### src/rtl/access_gate_pkg.sv
// Constants shared by the access-mode gate and its key store.
// Assumes a byte-addressed Avalon-MM slave port with 32-bit data.
package access_gate_pkg;

    // ========================================================
    // Register map (byte addresses)
    localparam logic [7:0] CTRL_CMD_OFS = 8'h00;
    localparam logic [7:0] STATUS_OFS = 8'h04;
    localparam logic [7:0] OPEN_KEY0_OFS = 8'h08;
    localparam logic [7:0] OPEN_KEY1_OFS = 8'h0c;
    localparam logic [7:0] PRIV_KEY0_OFS = 8'h10;
    localparam logic [7:0] PRIV_KEY1_OFS = 8'h14;
    localparam logic [7:0] LOCK_CMD_OFS = 8'h18;
    // Word index sits above the two byte-lane address bits.
    localparam int KEY_WORD_LSB = 2;

    // ========================================================
    // Status word fields and lock command bit
    localparam int LOCKED_FLAG_BIT = 0;
    localparam int PRIV_FLAG_BIT = 1;
    localparam int LEVEL_LSB = 2;
    localparam int PAIR_PEND_BIT = 4;
    localparam int LOCK_REQ_BIT = 0;

    // ========================================================
    // Key store layout and reset contents
    localparam int KEY_W = 16;
    localparam int KEY_WORDS = 4;
    localparam int KEY_AW = 2;
    localparam logic [KEY_AW-1:0] OPEN_KEY_BASE = 2'h0;
    localparam logic [KEY_AW-1:0] PRIV_KEY_BASE = 2'h2;
    localparam logic [KEY_W-1:0] OPEN_KEY0_RST = 16'h3672;
    localparam logic [KEY_W-1:0] OPEN_KEY1_RST = 16'h0414;
    localparam logic [KEY_W-1:0] PRIV_KEY0_RST = 16'hffff;
    localparam logic [KEY_W-1:0] PRIV_KEY1_RST = 16'hffff;

    // ========================================================
    // Protection levels and controller states
    typedef enum logic [1:0] {
        LOCKED_LEVEL = 2'b00,
        OPEN_LEVEL = 2'b01,
        PRIV_LEVEL = 2'b10
    } level_t;

    typedef enum logic [2:0] {
        ST_IDLE = 3'b000,
        ST_CHK0 = 3'b001,
        ST_CHK1 = 3'b010,
        ST_RD1 = 3'b011,
        ST_RD2 = 3'b100
    } state_t;

endpackage

### src/rtl/key_store.sv
// Four-word non-volatile key store model with registered read data.
// Assumes one write and one read port on the same clock.
`timescale 1ns/1ps
`default_nettype none
module key_store (
    // Clock and reset
    input wire logic mclk,
    input wire logic rst_n,
    // Write port
    input wire logic we,
    input wire logic [access_gate_pkg::KEY_AW-1:0] waddr,
    input wire logic [access_gate_pkg::KEY_W-1:0] wdata,
    // Read port
    input wire logic [access_gate_pkg::KEY_AW-1:0] raddr,
    output logic [access_gate_pkg::KEY_W-1:0] rdata
);
    import access_gate_pkg::*;

    logic [KEY_W-1:0] mem_reg [KEY_WORDS];

    // Keys live apart from the working registers; reset loads the default open keys and all-ones privileged keys.
    // ========================================================
    // Storage
    // two-byte key words.
    always_ff @(posedge mclk or negedge rst_n) begin
        if (!rst_n) begin
            mem_reg[0] <= OPEN_KEY0_RST;
            mem_reg[1] <= OPEN_KEY1_RST;
            mem_reg[2] <= PRIV_KEY0_RST;
            mem_reg[3] <= PRIV_KEY1_RST;
        end else if (we) begin
            mem_reg[waddr] <= wdata;
        end
    end

    always_ff @(posedge mclk or negedge rst_n) begin
        if (!rst_n) begin
            rdata <= '0;
        end else begin
            rdata <= mem_reg[raddr];
        end
    end
endmodule // key_store
`default_nettype wire

### src/rtl/access_gate.sv
// Protection-level controller for the parameter store.
// Assumes an Avalon-MM master with waitrequest and a parameter store
// that asks for permission on the acc_* lines before each access.
`timescale 1ns/1ps
`default_nettype none
// Functional notes
// - three levels decide parameter access.
// - locked allows public reads and public mfg-block writes outside block A.
// - only privileged level may change keys.
// - matching key pair changes level.
// - locked flag set, cleared by open key.
// - privileged flag cleared by privileged key.
// - keys are two-byte words in store.
// - key writes refused unless privileged.
// - locked level blocks block A commit.
// - class select unavailable while locked.
module access_gate (
    // Clock and reset
    input wire logic mclk,
    input wire logic rst_n,
    // Avalon-MM slave
    input wire logic [7:0] address,
    input wire logic read,
    input wire logic write,
    input wire logic [3:0] byteenable,
    input wire logic [31:0] writedata,
    output logic [31:0] readdata,
    output logic waitrequest,
    // Parameter store permission check
    input wire logic acc_private,
    input wire logic acc_write,
    input wire logic acc_mfg_block,
    input wire logic acc_block_a,
    output logic acc_grant,
    output logic class_select_enable,
    // Level state
    output logic locked_level,
    output logic open_level,
    output logic privileged_state_flag
);
    import access_gate_pkg::*;

    function automatic logic [KEY_W-1:0] bswap16(input logic [KEY_W-1:0] w);
        bswap16 = {w[7:0], w[15:8]};
    endfunction

    function automatic logic is_key_ofs(input logic [7:0] a);
        is_key_ofs = (a == OPEN_KEY0_OFS) || (a == OPEN_KEY1_OFS) ||
            (a == PRIV_KEY0_OFS) || (a == PRIV_KEY1_OFS);
    endfunction

    function automatic logic [KEY_AW-1:0] key_index(input logic [7:0] a);
        key_index = a[KEY_WORD_LSB +: KEY_AW] - OPEN_KEY0_OFS[KEY_WORD_LSB +: KEY_AW];
    endfunction

    state_t state_reg;
    level_t level_reg;
    logic priv_flag_reg;
    logic [KEY_W-1:0] last_word_reg;
    logic last_valid_reg;
    logic [KEY_W-1:0] pair_w1_reg;
    logic [KEY_W-1:0] pair_w2_reg;
    logic match0_reg;
    logic [31:0] readdata_reg;
    logic [KEY_AW-1:0] key_base;
    logic [KEY_AW-1:0] mem_raddr;
    logic [KEY_W-1:0] mem_rdata;
    logic mem_we;
    logic half_ok;
    logic ctrl_wr;
    logic start_check;
    logic pair_hit;
    logic [31:0] status_word;

    // ========================================================
    // Bus decode
    // Low half-word must be written whole: a key split across two bus writes could tear.
    assign half_ok = (byteenable[1:0] == 2'b11);
    assign ctrl_wr = (state_reg == ST_IDLE) && write && (address == CTRL_CMD_OFS) && half_ok;
    // pair checked on every second control word below privileged level.
    assign start_check = ctrl_wr && last_valid_reg && (level_reg != PRIV_LEVEL);
    assign key_base = (level_reg == LOCKED_LEVEL) ? OPEN_KEY_BASE : PRIV_KEY_BASE;
    assign pair_hit = match0_reg && (bswap16(pair_w2_reg) == mem_rdata);
    // Stalling other requests during a check keeps the pair order intact.
    assign waitrequest = !(((state_reg == ST_IDLE) && write) || (state_reg == ST_RD2));
    assign readdata = readdata_reg;

    always_comb begin
        mem_raddr = key_base;
        if (state_reg == ST_IDLE && read) begin
            mem_raddr = key_index(address);
        end else if (state_reg == ST_CHK0) begin
            mem_raddr = key_base + 2'h1;
        end
    end

    assign mem_we = (state_reg == ST_IDLE) && write && is_key_ofs(address) && half_ok &&
        (level_reg == PRIV_LEVEL);

    key_store u_keys (
        .mclk(mclk),
        .rst_n(rst_n),
        .we(mem_we),
        .waddr(key_index(address)),
        .wdata(writedata[KEY_W-1:0]),
        .raddr(mem_raddr),
        .rdata(mem_rdata)
    );

    // ========================================================
    // Controller sequence
    always_ff @(posedge mclk or negedge rst_n) begin
        if (!rst_n) begin
            state_reg <= ST_IDLE;
        end else begin
            unique case (state_reg)
                ST_IDLE: begin
                    if (start_check) begin
                        state_reg <= ST_CHK0;
                    end else if (read) begin
                        state_reg <= ST_RD1;
                    end
                end
                ST_CHK0: state_reg <= ST_CHK1;
                ST_CHK1: state_reg <= ST_IDLE;
                ST_RD1: state_reg <= ST_RD2;
                ST_RD2: state_reg <= ST_IDLE;
                default: state_reg <= ST_IDLE;
            endcase
        end
    end

    // ========================================================
    // Key word tracking
    // control words pair two by two, even with other transfers between them.
    always_ff @(posedge mclk or negedge rst_n) begin
        if (!rst_n) begin
            last_word_reg <= '0;
            last_valid_reg <= 1'b0;
            pair_w1_reg <= '0;
            pair_w2_reg <= '0;
        end else if (ctrl_wr) begin
            last_word_reg <= writedata[KEY_W-1:0];
            last_valid_reg <= !start_check;
            pair_w1_reg <= last_word_reg;
            pair_w2_reg <= writedata[KEY_W-1:0];
        end
    end

    always_ff @(posedge mclk or negedge rst_n) begin
        if (!rst_n) begin
            match0_reg <= 1'b0;
        end else if (state_reg == ST_CHK0) begin
            match0_reg <= (bswap16(pair_w1_reg) == mem_rdata);
        end
    end

    // ========================================================
    // Level and flags
    // mismatch leaves level alone.
    always_ff @(posedge mclk or negedge rst_n) begin
        if (!rst_n) begin
            level_reg <= LOCKED_LEVEL;
        end else if ((state_reg == ST_IDLE) && write && (address == LOCK_CMD_OFS) &&
                byteenable[0] && writedata[LOCK_REQ_BIT]) begin
            level_reg <= LOCKED_LEVEL;
        end else if ((state_reg == ST_CHK1) && pair_hit) begin
            level_reg <= (level_reg == LOCKED_LEVEL) ? OPEN_LEVEL : PRIV_LEVEL;
        end
    end

    always_ff @(posedge mclk or negedge rst_n) begin
        if (!rst_n) begin
            priv_flag_reg <= 1'b1;
        end else if ((state_reg == ST_CHK1) && pair_hit && (level_reg == OPEN_LEVEL)) begin
            priv_flag_reg <= 1'b0;
        end else if (level_reg != PRIV_LEVEL) begin
            priv_flag_reg <= 1'b1;
        end
    end

    assign locked_level = (level_reg == LOCKED_LEVEL);
    assign open_level = (level_reg == OPEN_LEVEL);
    assign privileged_state_flag = priv_flag_reg;

    // ========================================================
    // Read path
    always_comb begin
        status_word = '0;
        status_word[LOCKED_FLAG_BIT] = locked_level;
        status_word[PRIV_FLAG_BIT] = priv_flag_reg;
        status_word[LEVEL_LSB +: 2] = level_reg;
        status_word[PAIR_PEND_BIT] = last_valid_reg;
    end

    always_ff @(posedge mclk or negedge rst_n) begin
        if (!rst_n) begin
            readdata_reg <= '0;
        end else if (state_reg == ST_RD1) begin
            readdata_reg <= '0;
            if (address == STATUS_OFS) begin
                readdata_reg <= status_word;
            end else if (is_key_ofs(address) && !locked_level) begin
                // Keys are private, so locked level reads them as zero.
                readdata_reg <= {16'h0000, mem_rdata};
            end
        end
    end

    // ========================================================
    // Parameter store permission
    // level selects access.
    always_comb begin
        if (level_reg == LOCKED_LEVEL) begin
            acc_grant = !acc_private && (!acc_write || (acc_mfg_block && !acc_block_a));
        end else begin
            acc_grant = 1'b1;
        end
    end

    assign class_select_enable = (level_reg != LOCKED_LEVEL);

endmodule // access_gate
`default_nettype wire

### config.mk
export PLATFORM = sky130hd
export DESIGN_NAME = access_gate
export DESIGN_NICKNAME = d
export VERILOG_FILES = /design/src/rtl/access_gate_pkg.sv /design/src/rtl/key_store.sv /design/src/rtl/access_gate.sv
export SDC_FILE = /design/constraint.sdc
export NUM_CORES = 1
export LEC_CHECK = 0
export BUFFER_PORTS_ARGS = -buffer_cell sky130_fd_sc_hd__buf_4
export CAP_MARGIN = 30
export CORE_ASPECT_RATIO = 0.8
export CORE_MARGIN = 4
export CORE_UTILIZATION = 45
export CTS_CLUSTER_DIAMETER = 60
export DETAILED_ROUTE_END_ITERATION = 6
export GPL_TIMING_DRIVEN = 0
export PLACE_DENSITY = 0.7
export SLEW_MARGIN = 20
export SYNTH_ARGS = -nofsm -noshare
export SYNTH_HDL_FRONTEND = slang
export SYNTH_SLANG_ARGS = --single-unit
export TNS_END_PERCENT = 50
### constraint.sdc
create_clock -name mclk -period 6.05 [get_ports mclk]
set_input_delay 0.9075 -clock mclk [delete_from_list [all_inputs] [get_ports mclk]]
set_output_delay 0.9075 -clock mclk [all_outputs]
set_load 0.01 [all_outputs]
==> impl_metrics.csv, run 1 <==
group,metric,value,unit
outcome,outcome,"complete, no violations",
synthesis,synthMuxAreaShare,23.8,%
finish,largest_reg_flops,64,
timing,skew,0.00791,ns
floorplan,fp.dieW,138,um
synthesis,synth_top_family_by_area,"multiplexers",
finish,final_nets,567,
detailed_routing,postRouteAntennaNets,0,
floorplan,dieHeight,112,um
synthesis,synth.top_cell.area_share,38.0,%
grt,grt_antenna_before_repair,0,
clock_tree,cts_max_level,4,
floorplan,rows,37,
finish,drive_gt1_share,44.5,%
synthesis,avgSynthCellArea,14.3,um2
detailed_routing,totalWireLength,12700,um
synthesis,synth_compound_area_share,2.77,%
synthesis,netlist_top_cells_count,"92 x dfrtp_1, 56 x mux2_2, 44 x dfstp_2",
clock_tree,cts_tree,"done",
critical_path,crit_type,"primary input to flop",
placed_design,numPortBuffers,55,
finish,diodes,0,
timing,worst_pin_slew,0.820,ns
synthesis,synth_area_leaders,"dfrtp_1 38%, dfstp_2 19%, mux2_2 10%, mux2_1 7.4%, mux4_2 5.9%",
power,power_density,302,nW/um2
timing,drv_slew,0,
critical_path,critPathArrivalTime,3.18,ns
power,p_leak,3.61,nW
clock_tree,cts_max_path_buffers,2,
clock_tree,post-cts-setup-buffer-count,0,
floorplan,die_area,15400,um2
job,drv_cap,0,
timing,fmax,347,MHz
timing,max_slew_margin,45.4,%
critical_path,reg2reg_slack,3.33,ns
critical_path,end_kind,"flop",
detailed_routing,routed_via_density,5.22,
clock_tree,postCtsHoldBufs,0,
placed_design,dp_hpwl,9220,um
synthesis,synth-xor-area-share,4.63,%
synthesis,synthSimpleGateAreaFrac,7.95,%
placed_design,gp_congestion,0.875,
placed_design,placed_area,6790,um2
timing,hold_viol,0,
critical_path,cp_data_required_time,6.34,ns
clock_tree,clkTransAtPathRegs,0.06,ns
timing,grt_setup_unrepaired,"false",
clock_tree,cts_made_buffers,17,
clock_tree,clk_latency,0.41,ns
synthesis,yosys.area_share.adder,0,%
critical_path,timing.rr.start,"state_reg[1]$_DFFE_PN0P_",
clock_tree,cts_resized,0,
timing,finalCritPeriodShare,47.7,%
synthesis,yosysMostFrequentCell,"dfrtp_1",
synthesis,yosys.area.top_type,"dfrtp_1",
min_path,hold_class,"primary input to async pin",
synthesis,synth_ff_type,"dfrtp_1",
grt,grt-ovfl-total,0,
detailed_routing,first_pass_iters,6,
detailed_routing,wl_per_cell,18.1,um
clock_tree,clkSinkCount,136,
synthesis,synth_seq_area_share,57.1,%
synthesis,async_flop_share,100,%
finish,area_growth,21.1,%
grt,grt_first_pass_wirelength,20600,um
critical_path,reg2regPathDepth,5,
critical_path,worstReg2RegEnd,"u_keys.rdata[11]$_DFF_PN0_",
grt,grt_pass1_vias,3775,
synthesis,synth-seq-cells,136,
floorplan,start_util,46.6,%
floorplan,coreArea,13000,um2
detailed_routing,vias,3667,
clock_tree,cts_root_buffer,"clkbuf_16",
timing,tns,0,ns
synthesis,synth_area,6060,um2
critical_path,crit_fanout,10,
grt,grt_max_degree,79,
grt,grtUsageTotal,17.5,%
synthesis,synth_cell_types,40,
timing,setup_violations,0,
synthesis,synth_enable_flop_cells,0,
detailed_routing,drt_drc_violations_left,0,
detailed_routing,drtIter0Drc,238,
critical_path,start_kind,"primary input",
finish,stdcell_area,7340,um2
power,ir_drop,207,uV
synthesis,yosys_warnings,0,
synthesis,synth_cells,425,
floorplan,ios,90,
timing,period_needed,2.89,ns
-- kinds of logic (layout without fill, tap and decap cells) --
family                    count (synthesis)  in the layout
AOI/OAI and AO/OA                        25             25
xor gates and xnor gates                 32             32
buffers and inverters                    35            123
DFF                                     136            136
muxes                                   112            112
other                                     1             16
and+or+nand+nor                          84             84
-- where the power goes --
group	internal (mW)	total [mW]	switching [mW]
clock	0.573	0.951	0.378
combinational	0.116	0.277	0.160
sequential	0.954	0.990	0.0357
total	1.64	2.22	0.574
-- cell type report --
type	count	area, um2
Fill cell	1058	5670
Sequential cell	136	3460
Multi-Input combinational cell	269	2440
Timing Repair Buffer	56	448
Clock buffer	20	447
Tap cell	175	219
Buffer	29	204
Clock inverter	12	103
Inverter	6	22.5
-- per-layer routing --
layer | vias to the layer above | track usage [%] | share of wire [%]
met5 | - | 0 | 0
met4 | 0 | 5.00 | 1.5
met3 | 21 | 4.92 | 8.3
met2 | 125 | 24.5 | 43
met1 | 1834 | 26.6 | 48
li1 | 1687 | - | -
-- per-stage QoR --
step           util, %  power, mW  hold WS, ns  cells  setup slack [ns]
5_1_grt           56.4       2.32        0.440    703              3.08
3_5_place_dp      52.2       1.28        0.460    671              2.77
2_1_floorplan        -       1.15        0.450    440              3.17
6_report          56.4       2.22        0.425    703              3.16
4_1_cts           56.4       2.24        0.432    703              3.17
3_3_place_gp      51.9       1.27        0.452    670              2.75
-- worst max-delay path: stages --
cell and delay [ns]:
buf_4 0.11, or4_4 0.56, nor4_4 0.36, nand4_4 0.22, nor3_4 0.43, buf_6 0.24, mux2_1 0.34
-- worst max-delay path by stage --
stage | cells past startpoint | slack (ns) | to | startpoint
5_1_grt | 7 | 3.08 | u_keys.mem_reg[63]$_DFFE_PN0P_ | address[7]
4_1_cts | 7 | 3.17 | u_keys.mem_reg[63]$_DFFE_PN0P_ | address[7]
3_5_place_dp | 7 | 2.77 | u_keys.mem_reg[63]$_DFFE_PN0P_ | address[7]
6_report | 7 | 3.16 | u_keys.mem_reg[63]$_DFFE_PN0P_ | address[7]
3_3_place_gp | 5 | 2.75 | u_keys.rdata[11]$_DFF_PN0_ | address[2]
2_1_floorplan | 6 | 3.17 | u_keys.mem_reg[38]$_DFFE_PN0P_ | address[7]
-- cells in the final DEF (no fill, tap or decap), types with 5 or more instances in the layout --
master,n
nand3_1,15
clkbuf_16,17
mux2_1,40
mux4_2,16
nor3_1,5
nand2_1,33
inv_1,6
o21ai_0,8
xnor2_1,15
dfstp_2,44
clkbuf_1,9
mux2_2,56
nor2_1,6
a22oi_1,5
dfrtp_1,92
clkinv_2,5
buf_4,71
conb_1,16
xor2_1,17
(Power assumes the default switching activity.)
==> inputs of run 2 (changes only) <==
- clock period: 6.05 -> 2.9 ns (I/O delays scaled with it)
==> run 2 against run 1 <==
Sequential power grew 110%. Sequential share of layout area shrank 0.12 points. Utilization grew 0.14 points. Count of clock-buffer cells in the layout is the same. Total power grew 110%. Routed wire length shrank 0.29%. Via count shrank 0.19%. Clock power grew 110%. Non-clock buffer count grew 1. Global-route usage is essentially flat. Die area is the same. Design area grew 0.26%.
==> impl_metrics.csv, run 2 (synthesized netlist as in run 1, its figures left out) <==
group,metric,value,unit
outcome,outcome,"complete, no violations",
job,drv_cap,0,
floorplan,ios,90,
detailed_routing,first_pass_iters,4,
finish,final_common_cell,"dfrtp_1",
timing,drv_slew,0,
timing,skew,0.00872,ns
clock_tree,clkTransAtPathRegs,0.06,ns
finish,layout_common_cells,"92 x dfrtp_1, 71 x buf_4, 56 x mux2_2, 44 x dfstp_2, 40 x mux2_1",
grt,grtUsageTotal,17.5,%
detailed_routing,wl_per_cell,18.0,um
finish,area_growth,21.4,%
floorplan,rows,37,
placed_design,numPortBuffers,55,
detailed_routing,drtIter0Drc,223,
power,power_density,630,nW/um2
min_path,hold_class,"primary input to flop",
finish,fillers,1054,
detailed_routing,vias,3660,
floorplan,die_area,15400,um2
placed_design,placed_area,6790,um2
min_path,worstHoldPathCells,2,
grt,grt-ovfl-total,0,
finish,largest_reg_flops,64,
critical_path,crit_type,"flop to flop",
clock_tree,cts_max_level,4,
timing,tns,0,ns
grt,grt_pass1_vias,3792,
finish,diodes,0,
finish,drive_gt1_share,44.4,%
detailed_routing,route.met2.wl,5400,um
clock_tree,clk_latency,0.41,ns
timing,period_needed,2.65,ns
critical_path,worstPathCellList,"or3_1 -> nor4_4 -> nand4_4 -> nor3_4 -> buf_6 -> mux2_1",
critical_path,cp_data_required_time,3.19,ns
floorplan,start_util,46.6,%
placed_design,gp_congestion,0.875,
detailed_routing,totalWireLength,12700,um
placed_design,dp_hpwl,9220,um
power,p_leak,3.62,nW
critical_path,reg2regPathDepth,6,
detailed_routing,highest_layer,"met4",
timing,setup_violations,0,
clock_tree,cts_max_path_buffers,2,
critical_path,cpPeakStageDelay,0.46,ns
critical_path,crit_fanout,10,
timing,grt_setup_unrepaired,"false",
timing,fmax,377,MHz
grt,grt_first_pass_wirelength,20600,um
detailed_routing,met1_length,6050,um
finish,final_util,56.5,%
clock_tree,cts_made_buffers,17,
detailed_routing,routed_via_density,5.20,
floorplan,fp.dieW,138,um
timing,worst_pin_slew,0.797,ns
clock_tree,cts_tree,"done",
timing,finalCritPeriodShare,91.4,%
detailed_routing,postRouteAntennaNets,0,
clock_tree,cts_root_buffer,"clkbuf_16",
finish,stdcell_area,7360,um2
timing,max_slew_margin,46.6,%
grt,grt_max_degree,79,
critical_path,start_kind,"flop",
power,ir_drop,430,uV
critical_path,crit_slowest_cell,"dfrtp_1",
timing,hold_viol,0,
clock_tree,clkSinkCount,136,
detailed_routing,wl_met3,1060,um
critical_path,end_kind,"flop",
power,fin_total_pwr,4.63,mW
critical_path,critPathArrivalTime,2.94,ns
detailed_routing,drt_drc_violations_left,0,
finish,final_nets,568,
finish,instances_no_fill,704,
placed_design,placed_cells,671,
floorplan,coreArea,13000,um2
floorplan,dieHeight,112,um
grt,grt_antenna_before_repair,0,
-- run 2: cell types whose count changed in the layout (fill, tap and decap cells not counted) --
cell	delta
a31oi_4	+1
a31oi_2	-1
dlygate4sd3_1	+1
-- run 2: cell type report --
| cell class | instances | area [um2] | area share, % |
|---|---|---|---|
| Sequential cell | 136 | 3460 | 47.0 |
| Multi-Input combinational cell | 269 | 2440 | 33.2 |
| Timing Repair Buffer | 57 | 458 | 6.23 |
| Clock buffer | 20 | 447 | 6.07 |
| Tap cell | 175 | 219 | 2.98 |
| Buffer | 29 | 204 | 2.77 |
| Clock inverter | 12 | 103 | 1.39 |
| Inverter | 6 | 22.5 | 0.306 |
-- run 2: worst paths after layout --
| path | from | end | slack (ns) |
|---|---|---|---|
| worst max-delay path | state_reg[1]$_DFFE_PN0P_ | u_keys.mem_reg[45]$_DFFE_PN0P_ | 0.25 |
| worst min-delay path | writedata[7] | u_keys.mem_reg[23]$_DFFE_PN1P_ | 0.28 |
| worst max register to register | state_reg[1]$_DFFE_PN0P_ | u_keys.mem_reg[45]$_DFFE_PN0P_ | 0.25 |
| worst min register to register | readdata[15]$_DFFE_PN0P_ | readdata[15]$_DFFE_PN0P_ | 0.47 |
| max in group asynchronous | rst_n | u_keys.mem_reg[30]$_DFFE_PN1P_ | 1.60 |
| min in group asynchronous | rst_n | readdata[9]$_DFFE_PN0P_ | 0.54 |
-- run 2: report_power, final --
part           internal, mW  switching, mW
combinational         0.246          0.337
clock                  1.19          0.788
sequential             1.99         0.0752
-- run 2: through the flow --
| step | worst slack [ns] | hold WS, ns |
|---|---|---|
| 2_1_floorplan | 0.489 | 0.139 |
| 3_3_place_gp | 0.0695 | 0.452 |
| 3_5_place_dp | 0.0901 | 0.394 |
| 4_1_cts | 0.142 | 0.272 |
| 5_1_grt | 0.0796 | 0.271 |
| 6_report | 0.248 | 0.279 |
-- run 2: metal layers --
metal,global-route usage (%),vias to the layer above
met2,24.6,128
li1,-,1685
met4,5.00,0
met1,26.6,1831
met3,4.92,16
met5,0,-
-- run 2: critical path: cells and delay by family (launching register included) --
| family | cells | cell delay, ns |
|---|---|---|
| AND/OR/NAND/NOR | 4 | 1.47 |
| flip-flops | 1 | 0.46 |
| multiplexers | 1 | 0.34 |
| buffers and inverters | 1 | 0.25 |
-- run 2: what timing repair did --
item                       4_1_cts  5_1_grt
resized for setup                0        1
hold endpoints to repair        43        0
setup endpoints to repair        0       10
setup buffers                    0        0
hold buffers                     1        0
